`src/core/tdm_port_pkg.sv`:
```
// Constants, field layout and mode codes shared by the TDM serial port configuration block
package tdm_port_pkg;

  // ************************************************************
  // Register offsets
  // ************************************************************
  localparam logic [7:0]  GUARD_OFFSET    = 8'h00;
  localparam logic [7:0]  PORT_OFFSET     = 8'h04;
  localparam logic [7:0]  CONTROL_OFFSET  = 8'h08;
  localparam logic [7:0]  STATUS_OFFSET   = 8'h0C;
  localparam logic [3:0]  TX_MAP_PAGE     = 4'h1;
  localparam int          TX_MAP_WORDS    = 4;

  // ************************************************************
  // Field positions
  // ************************************************************
  localparam int          PROTECTION_ENABLE_BIT    = 31;
  localparam int          UNMAPPED_SLOT_OUTPUT_BIT = 9;
  localparam int          OOF_EDGE_BIT             = 8;
  localparam int          RX_SYNC_EDGE_BIT         = 7;
  localparam int          RX_DATA_EDGE_BIT         = 6;
  localparam int          TX_SYNC_EDGE_BIT         = 5;
  localparam int          TX_DATA_EDGE_BIT         = 4;
  localparam int          PORT_MODE_LSB            = 0;
  localparam int          RX_ENABLE_BIT            = 0;
  localparam int          TX_ENABLE_BIT            = 1;
  localparam int          MAPPING_LSB              = 2;
  localparam int          ALIGN_CHANGE_BIT         = 0;
  localparam int          OOF_STATE_BIT            = 1;
  localparam int          RX_SLOT_LSB              = 8;
  localparam int          TX_SLOT_LSB              = 16;

  // Writable bits; reserved bits are not stored and read back as zero
  localparam logic [31:0] GUARD_WRITE_MASK = 32'h8FFF_0FFF;
  localparam logic [31:0] PORT_WRITE_MASK  = 32'h0000_03F7;
  localparam logic [31:0] CONTROL_MASK     = 32'h0000_000F;
  localparam logic [31:0] REG_RESET        = 32'h0000_0000;

  // ************************************************************
  // Line lanes and framing
  // ************************************************************
  localparam int          RX_LANES      = 3;
  localparam int          RX_DATA_LANE  = 0;
  localparam int          RX_SYNC_LANE  = 1;
  localparam int          RX_OOF_LANE   = 2;
  localparam int          TX_LANES      = 1;
  localparam int          TX_SYNC_LANE  = 0;
  localparam int          BITS_PER_SLOT = 8;
  localparam int          T1_SLOTS      = 24;
  localparam int          E1_SLOTS      = 32;
  localparam int          E1X2_SLOTS    = 64;
  localparam int          E1X4_SLOTS    = 128;
  localparam logic [9:0]  T1_LAST_BIT   = 10'(T1_SLOTS * BITS_PER_SLOT - 1);
  localparam logic [9:0]  E1_LAST_BIT   = 10'(E1_SLOTS * BITS_PER_SLOT - 1);
  localparam logic [9:0]  E1X2_LAST_BIT = 10'(E1X2_SLOTS * BITS_PER_SLOT - 1);
  localparam logic [9:0]  E1X4_LAST_BIT = 10'(E1X4_SLOTS * BITS_PER_SLOT - 1);

  typedef enum logic [2:0] {
    MODE_T1   = 3'b000,
    MODE_E1   = 3'b001,
    MODE_E1X2 = 3'b010,
    MODE_E1X4 = 3'b011,
    MODE_NX64 = 3'b100
  } port_mode_type;

endpackage : tdm_port_pkg

```
`src/core/line_events_if.sv`:
```
// Edge pulses and settled levels of one serial line, seen in the core clock domain
`timescale 1ns/1ps
`default_nettype none
interface line_events_if #(parameter int N = 1);
  logic         clk_rise;
  logic         clk_fall;
  logic [N-1:0] level;
  modport source (output clk_rise, output clk_fall, output level);
  modport sink   (input clk_rise, input clk_fall, input level);
endinterface : line_events_if
`default_nettype wire

```
`src/core/tdm_serial_port_config.sv`:
```
// Port descriptor, guard descriptor and the line timing the port descriptor steers for one TDM serial port
//
// Implementation choices: the placing of the registers and the plain strobed port.
`timescale 1ns/1ps
`default_nettype none
// What this block does
// - Guard bounds are stored, twelve bits each, and never checked against anything.
// - One port descriptor steers both receive and transmit directions.
// - Bit 9 clear, group enabled: unmapped transmit slots float the data output.
// - Bit 9 set, group enabled: unmapped transmit slots drive logic one.
// - Bit 8 picks the receive clock edge sampling the out-of-frame input.
// - Bit 7 picks the receive clock edge sampling receive frame sync.
// - Bit 6 picks the receive clock edge sampling receive serial data.
// - Bit 5 picks the transmit clock edge sampling transmit frame sync.
// - Bit 4 picks the transmit clock edge launching transmit serial data.
// - Mode 0 is T1 with 24 slots per frame.
// - Mode 1 is E1 with 32 slots per frame.
// - Mode 2 is double E1 with 64 slots per frame.
// - Mode 3 is quad E1 with 128 slots per frame.
// - Mode 4 drops flywheel and alignment-change detection; each sync zeroes the slot counter.
// - Transmitter disabled: every slot disabled, output floats, map bits untouched.
module tdm_serial_port_config (
  input  wire logic        clk_in,
  input  wire logic        nrst_in,
  input  wire logic [7:0]  reg_addr_in,
  input  wire logic [31:0] reg_wdata_in,
  input  wire logic        reg_wr_in,
  input  wire logic        reg_rd_in,
  output logic      [31:0] reg_rdata_out,
  input  wire logic        rx_line_clock_in,
  input  wire logic        rx_serial_data_in,
  input  wire logic        rx_frame_sync_input_in,
  input  wire logic        out_of_frame_input_in,
  input  wire logic        tx_line_clock_in,
  input  wire logic        tx_frame_sync_input_in,
  output logic             tx_serial_data_out,
  output logic             tx_serial_data_oe_out,
  input  wire logic        tx_bit_in,
  output logic             tx_bit_take_out,
  output logic             rx_bit_out,
  output logic             rx_bit_valid_out,
  output logic      [6:0]  rx_slot_out
);
  import tdm_port_pkg::*;

  // ************************************************************
  // Helpers
  // ************************************************************
  function automatic logic [9:0] frame_last_bit(input logic [2:0] mode);
    unique case (mode)
      MODE_T1:   frame_last_bit = T1_LAST_BIT;
      MODE_E1:   frame_last_bit = E1_LAST_BIT;
      MODE_E1X2: frame_last_bit = E1X2_LAST_BIT;
      MODE_E1X4: frame_last_bit = E1X4_LAST_BIT;
      default:   frame_last_bit = E1X4_LAST_BIT;
    endcase
  endfunction : frame_last_bit

  // A sync hit makes the bit taken with it bit 0 of slot 0
  function automatic logic [9:0] next_pos(input logic [9:0] pos, input logic [9:0] last,
                                          input logic hit, input logic take);
    if (hit) begin
      next_pos = take ? 10'h001 : 10'h000;
    end else if (take) begin
      next_pos = (pos >= last) ? 10'h000 : 10'(pos + 10'h001);
    end else begin
      next_pos = pos;
    end
  endfunction : next_pos

  function automatic logic edge_pick(input logic rising, input logic rise, input logic fall);
    edge_pick = rising ? rise : fall;
  endfunction : edge_pick

  // ************************************************************
  // Line synchronisers
  // ************************************************************
  line_events_if #(.N(RX_LANES)) rx_ev ();
  line_events_if #(.N(TX_LANES)) tx_ev ();

  line_edge_finder #(.N(RX_LANES)) rx_finder (
    .clk_in      (clk_in),
    .nrst_in     (nrst_in),
    .line_clk_in (rx_line_clock_in),
    .line_in     ({out_of_frame_input_in, rx_frame_sync_input_in, rx_serial_data_in}),
    .ev          (rx_ev.source)
  );

  line_edge_finder #(.N(TX_LANES)) tx_finder (
    .clk_in      (clk_in),
    .nrst_in     (nrst_in),
    .line_clk_in (tx_line_clock_in),
    .line_in     (tx_frame_sync_input_in),
    .ev          (tx_ev.source)
  );

  // ************************************************************
  // Registers
  // ************************************************************
  logic [31:0] memory_guard_descriptor;
  logic [31:0] serial_port_descriptor;
  logic [31:0] control;
  logic [31:0] tx_map [TX_MAP_WORDS];
  logic        align_change;
  logic        oof_state;
  logic [9:0]  rx_pos;
  logic [9:0]  tx_pos;

  wire         wr_guard   = reg_wr_in && (reg_addr_in == GUARD_OFFSET);
  wire         wr_port    = reg_wr_in && (reg_addr_in == PORT_OFFSET);
  wire         wr_control = reg_wr_in && (reg_addr_in == CONTROL_OFFSET);
  wire         wr_status  = reg_wr_in && (reg_addr_in == STATUS_OFFSET);
  wire         map_hit    = (reg_addr_in[7:4] == TX_MAP_PAGE) && (reg_addr_in[1:0] == 2'b00);
  wire  [1:0]  map_index  = reg_addr_in[3:2];

  always_ff @(posedge clk_in) begin
    if (!nrst_in) begin
      memory_guard_descriptor <= REG_RESET;
      serial_port_descriptor  <= REG_RESET;
      control                 <= REG_RESET;
    end else begin
      if (wr_guard) begin
        memory_guard_descriptor <= reg_wdata_in & GUARD_WRITE_MASK;
      end
      if (wr_port) begin
        serial_port_descriptor <= reg_wdata_in & PORT_WRITE_MASK;
      end
      if (wr_control) begin
        control <= reg_wdata_in & CONTROL_MASK;
      end
    end
  end

  // Map bits are only written by software; disabling the transmitter leaves them alone
  genvar w;
  generate
    for (w = 0; w < TX_MAP_WORDS; w++) begin : g_map
      always_ff @(posedge clk_in) begin
        if (!nrst_in) begin
          tx_map[w] <= REG_RESET;
        end else if (reg_wr_in && map_hit && (map_index == 2'(w))) begin
          tx_map[w] <= reg_wdata_in;
        end
      end
    end
  endgenerate

  wire  [2:0]  port_mode  = serial_port_descriptor[PORT_MODE_LSB +: 3];
  wire         flywheel   = ~port_mode[2];
  wire  [9:0]  frame_last = frame_last_bit(port_mode);
  wire         rx_enable  = control[RX_ENABLE_BIT];
  wire         tx_enable  = control[TX_ENABLE_BIT];
  wire         drive_one  = serial_port_descriptor[UNMAPPED_SLOT_OUTPUT_BIT];

  wire  [31:0] status_word = {9'h000, tx_pos[9:3], 1'b0, rx_pos[9:3], 6'h00, oof_state, align_change};
  wire  [31:0] read_value  = (reg_addr_in == GUARD_OFFSET)   ? memory_guard_descriptor :
                             (reg_addr_in == PORT_OFFSET)    ? serial_port_descriptor :
                             (reg_addr_in == CONTROL_OFFSET) ? control :
                             (reg_addr_in == STATUS_OFFSET)  ? status_word :
                             map_hit                         ? tx_map[map_index] : REG_RESET;

  always_ff @(posedge clk_in) begin
    if (!nrst_in) begin
      reg_rdata_out <= REG_RESET;
    end else begin
      reg_rdata_out <= reg_rd_in ? read_value : REG_RESET;
    end
  end

  // ************************************************************
  // Receive timing
  // ************************************************************
  wire         rx_data_take = edge_pick(serial_port_descriptor[RX_DATA_EDGE_BIT],
                                        rx_ev.clk_rise, rx_ev.clk_fall);
  wire         rx_sync_take = edge_pick(serial_port_descriptor[RX_SYNC_EDGE_BIT],
                                        rx_ev.clk_rise, rx_ev.clk_fall);
  wire         oof_take     = edge_pick(serial_port_descriptor[OOF_EDGE_BIT],
                                        rx_ev.clk_rise, rx_ev.clk_fall);
  wire         rx_sync_hit  = rx_sync_take && rx_ev.level[RX_SYNC_LANE];
  wire  [9:0]  next_rx_pos  = next_pos(rx_pos, frame_last, rx_sync_hit, rx_data_take);
  wire  [6:0]  rx_cur_slot  = rx_sync_hit ? 7'h00 : rx_pos[9:3];
  // A sync off the expected boundary in a flywheel mode means the frame moved
  wire         frame_moved  = rx_sync_hit && flywheel && (rx_pos != 10'h000);

  always_ff @(posedge clk_in) begin
    if (!nrst_in) begin
      rx_pos <= 10'h000;
    end else begin
      rx_pos <= next_rx_pos;
    end
  end

  // Set beats a clear arriving in the same cycle
  always_ff @(posedge clk_in) begin
    if (!nrst_in) begin
      align_change <= 1'b0;
    end else if (frame_moved) begin
      align_change <= 1'b1;
    end else if (wr_status && reg_wdata_in[ALIGN_CHANGE_BIT]) begin
      align_change <= 1'b0;
    end
  end

  always_ff @(posedge clk_in) begin
    if (!nrst_in) begin
      oof_state <= 1'b0;
    end else if (oof_take) begin
      oof_state <= rx_ev.level[RX_OOF_LANE];
    end
  end

  always_ff @(posedge clk_in) begin
    if (!nrst_in) begin
      rx_bit_out       <= 1'b0;
      rx_bit_valid_out <= 1'b0;
      rx_slot_out      <= 7'h00;
    end else begin
      rx_bit_valid_out <= rx_data_take && rx_enable;
      if (rx_data_take) begin
        rx_bit_out  <= rx_ev.level[RX_DATA_LANE];
        rx_slot_out <= rx_cur_slot;
      end
    end
  end

  // ************************************************************
  // Transmit timing
  // ************************************************************
  wire         tx_launch    = edge_pick(serial_port_descriptor[TX_DATA_EDGE_BIT],
                                        tx_ev.clk_rise, tx_ev.clk_fall);
  wire         tx_sync_take = edge_pick(serial_port_descriptor[TX_SYNC_EDGE_BIT],
                                        tx_ev.clk_rise, tx_ev.clk_fall);
  wire         tx_sync_hit  = tx_sync_take && tx_ev.level[TX_SYNC_LANE];
  wire  [9:0]  next_tx_pos  = next_pos(tx_pos, frame_last, tx_sync_hit, tx_launch);
  wire  [6:0]  tx_cur_slot  = tx_sync_hit ? 7'h00 : tx_pos[9:3];
  wire         tx_mapped    = tx_map[tx_cur_slot[6:5]][tx_cur_slot[4:0]];

  assign tx_bit_take_out = tx_launch && tx_enable && tx_mapped;

  always_ff @(posedge clk_in) begin
    if (!nrst_in) begin
      tx_pos <= 10'h000;
    end else begin
      tx_pos <= next_tx_pos;
    end
  end

  // Data holds its last value while floating, so the pin only moves on a launch edge
  always_ff @(posedge clk_in) begin
    if (!nrst_in) begin
      tx_serial_data_out    <= 1'b1;
      tx_serial_data_oe_out <= 1'b0;
    end else if (!tx_enable) begin
      tx_serial_data_oe_out <= 1'b0;
    end else if (tx_launch) begin
      if (tx_mapped) begin
        tx_serial_data_out    <= tx_bit_in;
        tx_serial_data_oe_out <= 1'b1;
      end else if (drive_one) begin
        tx_serial_data_out    <= 1'b1;
        tx_serial_data_oe_out <= 1'b1;
      end else begin
        tx_serial_data_oe_out <= 1'b0;
      end
    end
  end
endmodule : tdm_serial_port_config
`default_nettype wire

```
`src/core/line_edge_finder.sv`:
```
// Synchroniser and edge finder for one line clock and its companion inputs
`timescale 1ns/1ps
`default_nettype none
module line_edge_finder #(
  parameter int N = 1
) (
  input  wire logic         clk_in,
  input  wire logic         nrst_in,
  input  wire logic         line_clk_in,
  input  wire logic [N-1:0] line_in,
  line_events_if.source     ev
);

  // Lane 0 is the line clock, the others are the companion inputs
  logic [N:0] stage1;
  logic [N:0] stage2;
  logic [N:0] stage3;
  logic [N:0] settled;
  logic       clk_prev;

  always_ff @(posedge clk_in) begin
    if (!nrst_in) begin
      stage1 <= '0;
      stage2 <= '0;
      stage3 <= '0;
    end else begin
      stage1 <= {line_in, line_clk_in};
      stage2 <= stage1;
      stage3 <= stage2;
    end
  end

  // A lane only moves once the second and third stages agree, so one bad sample never counts
  genvar g;
  generate
    for (g = 0; g <= N; g++) begin : g_lane
      always_ff @(posedge clk_in) begin
        if (!nrst_in) begin
          settled[g] <= 1'b0;
        end else if (stage2[g] == stage3[g]) begin
          settled[g] <= stage3[g];
        end
      end
    end
  endgenerate

  always_ff @(posedge clk_in) begin
    if (!nrst_in) begin
      clk_prev <= 1'b0;
    end else begin
      clk_prev <= settled[0];
    end
  end

  assign ev.clk_rise = settled[0] & ~clk_prev;
  assign ev.clk_fall = ~settled[0] & clk_prev;
  assign ev.level    = settled[N:1];

endmodule : line_edge_finder
`default_nettype wire

```
`config.mk`:
```
export PLATFORM = sky130hd
export DESIGN_NAME = tdm_serial_port_config
export DESIGN_NICKNAME = d
export VERILOG_FILES = /design/src/core/tdm_port_pkg.sv /design/src/core/line_events_if.sv /design/src/core/tdm_serial_port_config.sv /design/src/core/line_edge_finder.sv
export SDC_FILE = /design/constraint.sdc
export NUM_CORES = 1
export LEC_CHECK = 0
export BUFFER_PORTS_ARGS = -buffer_cell sky130_fd_sc_hd__buf_2
export CORE_ASPECT_RATIO = 1.4
export CORE_MARGIN = 4
export CORE_UTILIZATION = 65
export DETAILED_ROUTE_END_ITERATION = 10
export GPL_ROUTABILITY_DRIVEN = 1
export PLACE_DENSITY = 0.85
export SLEW_MARGIN = 20
export SYNTH_ARGS = -nofsm -noshare
export SYNTH_HDL_FRONTEND = slang
export SYNTH_SLANG_ARGS = --single-unit
```
`constraint.sdc`:
```
create_clock -name clk_in -period 10.2 [get_ports clk_in]
set_clock_uncertainty 0.1 [all_clocks]
set_input_delay 1.02 -clock clk_in [delete_from_list [all_inputs] [get_ports clk_in]]
set_output_delay 1.02 -clock clk_in [all_outputs]
set_load 0.01 [all_outputs]
```
# Word-level counts from Yosys, hierarchy flattened
# Memories as Yosys holds them, arrays and structs flattened.
# Cells that the tools add are included.
# totals
ff_bits,129
mem_count,1
output_inout_bits,44
ramBits,128
# op_classes
add_sub_neg,2
bitwise_logic,15
reduce_logical,32
eq_ne,15
mux,46
magnitude_cmp,3
# memory_table
name,words,word_bits,read_ports,rd_clocked_by_memory_dff,wr,line_no,rtl
tx_map,4,32,2,0,4,tdm_serial_port_config.sv:103,logic [31:0] tx_map [TX_MAP_WORDS];
# ops
op,count
$mux 32,9
$mux 10,6
$pmux 10 s3,1
$mux 1,27
$add 10x1->10 const B,2
$ge 10x10->1,2
$logic_and 1x1->1,18
$eq 8x4->1 const B,2
$mux 7,2
$reduce_bool 10->1,1
$eq 8x3->1 const B,1
$logic_not 8->1,1
$reduce_bool 2->1,4
$not 1->1,7
$eq 1x1->1,6
$lt 5x6->1 const B,1
$reduce_or 6->1,1
$bmux 1 s5,1
$and 1x1->1,4
$eq 2x2->1 const B,2
$eq 4x1->1 const B,1
$logic_not 2->1,2
$or 1x1->1,4
$reduce_and 2->1,2
6 further kinds,6

# Depth between registers and ports, before layout
# An unclocked memory read counts as a cell.
# depth
ltp_word,10
ltp_mapped,10
mapped_depth_nobuf,9

# Hierarchy
# Synthesis repeated with hierarchy kept, for this count alone.
# unflattened
cells_unflattened,1106
area_unflattened_um2,12305.6
# modules_own_cells
mod,area_each_um2,cells_per_inst,seq_area_each_um2,instances
tdm_serial_port_config,11491.0,1034,5905.7,1
line_edge_finder at rx_finder,544.3,48,340.3,1
line_edge_finder at tx_finder,270.3,24,180.2,1

# Least setup slack after synthesis
# No wires, ideal clock.
# synth_path
path_type,in2reg
from,input reg_addr_in[6]
to,"memory tx_map[0][0], enable pin"
stages,8
path_buffers,3
arrival_ns,4.831
slack_ns,4.799
setup_ns,0.470
path_cell_list,or4_1 > buf_2 > nor2_2 > and2_1 > buf_2 > buf_2 > nand2_1 > o31ai_1
# synth_rtl
item,line_no,rtl
start: declaration,tdm_serial_port_config.sv:25,"input wire logic [7:0] reg_addr_in,"
end: declaration,tdm_serial_port_config.sv:103,

# Worst setup path after layout
# layout_path
from,register tx_pos[8]
to,output tx_bit_take_out
# layout_via
elab_chain_len,5
# layout_lines
item,line_no,rtl
start: declaration,tdm_serial_port_config.sv:107,logic [9:0] tx_pos;
start signal: assignment,tdm_serial_port_config.sv:244,tx_pos <= next_tx_pos;
$mux 7,tdm_serial_port_config.sv:235,wire [6:0] tx_cur_slot = tx_sync_hit ? 7'h00 : tx_pos[9:3];
$mem_v2 4x32,n/a,
$bmux 1 s5,tdm_serial_port_config.sv:236,wire tx_mapped = tx_map[tx_cur_slot[6:5]][tx_cur_slot[4:0]];
$mux 1 (implied by the code),tdm_serial_port_config.sv:236,
$logic_and 1x1->1,tdm_serial_port_config.sv:238,assign tx_bit_take_out = tx_launch && tx_enable && tx_mapped;
end: declaration,tdm_serial_port_config.sv:39,"output logic tx_bit_take_out,"
# No other way between the ends. The select of a mux whose other input is x is not followed.

==> flow_summary.toml <==
[outcome]
outcome = "finished clean"

[routing]
viasPerCell = 6.53
antenna_left = 0
avgRoutedWirePerCell_um = 23.1
wl_um = 32400
vias = 9145
drt_pass1_iterations = 8
drc = 0
drtIter0Drc = 894

[floorplanning]
dieHeight_um = 171
die_w_um = 124
initial_core_util_pct = 66.2
pin_count = 95
die_area_um2 = 21300
row_count = 59
coreArea_um2 = 18600

[synthesis]
synthFlopType = "dfxtp_1"
yosys_warnings = 0
synthArstFlopShare_pct = 0
synthCells = 1072
syn-cell-area_um2 = 12300
synth-seq-area-share_pct = 52.2
ys_types = 85
synth_area_per_cell_um2 = 11.5
syn_nets = 1132
ys_ff_latch = 257
synth_edf_count = 128

[placed_design]
dp_slack_ns = 5.46
io_buffers = 94
hpwl_um = 21200
gp_congestion = 0.848

[layout]
antenna_cells = 0
finish.utilization_pct = 74.4
finalNetCount = 1199
area_growth_syn_to_layout_pct = 12.3
layout-drive-gt1-share_pct = 20.9

[setup_path]
start_kind = "flip-flop"
worstPathMaxFanout = 54
cp-end-kind = "primary output"
worstSetupPathType = "flip-flop to primary output"
crit_path_top_delay_cell = "buf_4"
required_ns = 9.08
path_cells = "buf_4, mux4_2, nor2b_1, o31ai_1, a22oi_1, o311a_1, o22ai_2, nor2_1, buf_2"
worst_path_largest_cell_delay_ns = 0.65
crit_arrival_ns = 3.71

[global_route]
antenna_found_initial = 0
grt_pass1_wl_um = 50300
gr-total-overflow = 0
grt_max_degree = 58
grt_pass1_vias = 9285
track_usage_pct = 30.2

[clocking]
cts_hold_buf = 0
cts.root.buffer_cell = "clkbuf_16"
post_cts_buffers = 0
htreeDepth = 1
clk_pin_slew_worst_paths_ns = 0.06
cts_max_path_buffers = 3
cts_made_buffers = 25
cts_num_sinks = 257
clk_latency_ns = 0.52
tritoncts = "yes"
cts-resized-gates = 0

[power_and_ir_drop]
internal-power_w = 0.00172
seq_power_share_pct = 51.3
powerDensity_nw_per_um2 = 159
p_switching_w = 0.000476
clockPowerShare_pct = 43.4
combPwrFrac_pct = 5.3
switching_share_pct = 21.6
power_leakage_nw = 5.06
irDropWorstVdd_mv = 0.137

[sta]
worst_pin_slew_ns = 1.14
tns_ns = 0
finalSetupViolCount = 0
setup_slack_ns = 5.37
hold_viol = 0
period_share_pct = 47.3
slew_violations = 0
fmax_mhz = 207
max-slew-margin-rel_pct = 23.9
period_minus_slack_ns = 4.83
rsz0062_at_grt = "no"

[min_path]
min_path_type = "flip-flop to flip-flop"

[run]
cap_viol_max_count = 0
-- registers in the layout, indices dropped and copies added (netlist names), 2 cells and up --
register	flops
control	4
memory_guard_descriptor	25
reg_rdata_out	32
rx_finder.ev.level	3
rx_finder.stage1	4
rx_finder.stage2	4
rx_finder.stage3	4
rx_pos	10
rx_slot_out	7
serial_port_descriptor	9
tx_finder.stage1	2
tx_finder.stage2	2
tx_finder.stage3	2
tx_map	128
tx_pos	10
-- per-stage QoR --
step	total power [W]	std cells	cell area, um2	hold slack, ns
2_1_floorplan	0.00121	1072	12300	0.312
3_3_place_gp	0.00125	1354	12900	0.317
3_5_place_dp	0.00126	1355	12900	0.324
4_1_cts	0.00220	1400	13800	0.339
5_1_grt	0.00225	1401	13800	0.341
6_report	0.00220	1401	13800	0.336
-- critical path, delay by kind of cell (launching register included) --
family / cells / cell delay, ns
buf+inv: 2 / 0.80
mux: 1 / 0.60
compound gates: 4 / 1.03
simple gates: 2 / 0.25
flops: 1 / 0.45
-- power groups by stage --
stage	Combinational (W)	Sequential (W)	Clock, W
after floorplan	0.0000687	0.00114	0
after global placement	0.000108	0.00115	0
after detailed placement	0.000112	0.00115	0
after CTS	0.000113	0.00113	0.000958
after global routing	0.000123	0.00113	0.00100
final	0.000116	0.00113	0.000956
-- kinds of logic after synthesis --
| group | count (synthesis) | share of synthesized area [%] |
|---|---|---|
| fa+ha+maj | 9 | 0.914 |
| buf+inv | 88 | 3.51 |
| xor+xnor | 10 | 0.711 |
| compound gates | 190 | 11.1 |
| flops | 257 | 52.2 |
| mux | 91 | 12.6 |
| simple gates | 427 | 19.0 |
-- final timing paths --
| check | from | end | slack (ns) | cells past startpoint |
|---|---|---|---|---|
| setup / recovery | tx_pos[8]$_SDFFE_PN0P_ | tx_bit_take_out | 5.37 | 9 |
| hold / removal | tx_finder.stage1[0]$_SDFF_PN0_ | tx_finder.stage2[0]$_SDFF_PN0_ | 0.34 | 1 |
| setup reg to reg | tx_pos[8]$_SDFFE_PN0P_ | tx_serial_data_out$_SDFFE_PN1P_ | 6.87 | 8 |
| hold reg to reg | tx_finder.stage1[0]$_SDFF_PN0_ | tx_finder.stage2[0]$_SDFF_PN0_ | 0.34 | 1 |
-- layer usage --
metal  share of wire [%]  wire [um]  vias to the layer above  global-route usage, %
li1                    -          -                     4043                      -
met1                  35      11400                     4458                   35.8
met2                  50      16200                      535                   52.0
met3                 9.5       3080                      109                   6.37
met4                 5.0       1630                        0                   16.2
met5                   0          0                        -                      0
-- cells in the mapped netlist, drive strengths merged (2+ instances only) --
library cell  instances  share of area (%)
edfxtp              128                 31
a211oi                4               0.24
mux4                 48                8.9
nand4                 4               0.20
buf                  32                1.7
mux2                 18                1.7
and2                152                7.7
a21oi                30                1.2
a2111oi               5               0.46
a21boi               42                2.6
o22ai                 6               0.36
a222oi                9               0.73
nand2               100                3.0
or3                   2               0.10
nor2b                29                1.5
o21a                  3               0.18
o21bai                2               0.12
ha                    9               0.91
nor3                 14               0.61
xnor2                 4               0.28
nor3b                 8               0.49
clkbuf               40                1.4
a221oi                7               0.65
nand4b                3               0.26
a31oi                 4               0.20
o211ai                3               0.18
or4                   2               0.12
a22oi                14               0.85
o221a                 2               0.18
a41oi                 3               0.21
nand3                22               0.93
nor2                 58                1.9
o31ai                 8               0.49
nor4                  5               0.43
o21ai                33                1.3
nand2b                9               0.46
and3                 10               0.51
mux2i                25                2.0
dfxtp               129                 21
a31o                  3               0.21
xor2                  6               0.43
inv                  15               0.46
a21o                  3               0.18
-- final cells by class --
class / count / area [um2]
Fill cell: 1255 / 4770
Clock buffer: 40 / 830
Sequential cell: 257 / 6430
Tap cell: 244 / 305
Timing Repair Buffer: 112 / 646
Multi-Input combinational cell: 727 / 5530
Inverter: 16 / 60.1
Clock inverter: 5 / 41.3
-- cell usage in the layout (no fill, tap or decap), drive strengths merged, types with 6 or more instances in the layout --
master  Yosys  layout
a21boi     42      42
a21oi      30      30
a221oi      7       7
a222oi      9       9
a22oi      14      14
and2      152     152
and3       10      10
buf        32     112
clkbuf     40      40
dfxtp     129     129
edfxtp    128     128
ha          9       9
inv        15      16
mux2       18      18
mux2i      25      25
mux4       48      48
nand2     100     100
nand2b      9       9
nand3      22      22
nor2       58      58
nor2b      29      29
nor3       14      14
nor3b       8       8
o21ai      33      33
o22ai       6       6
o31ai       8       8
xor2        6       6
(Power assumes the default switching activity.)
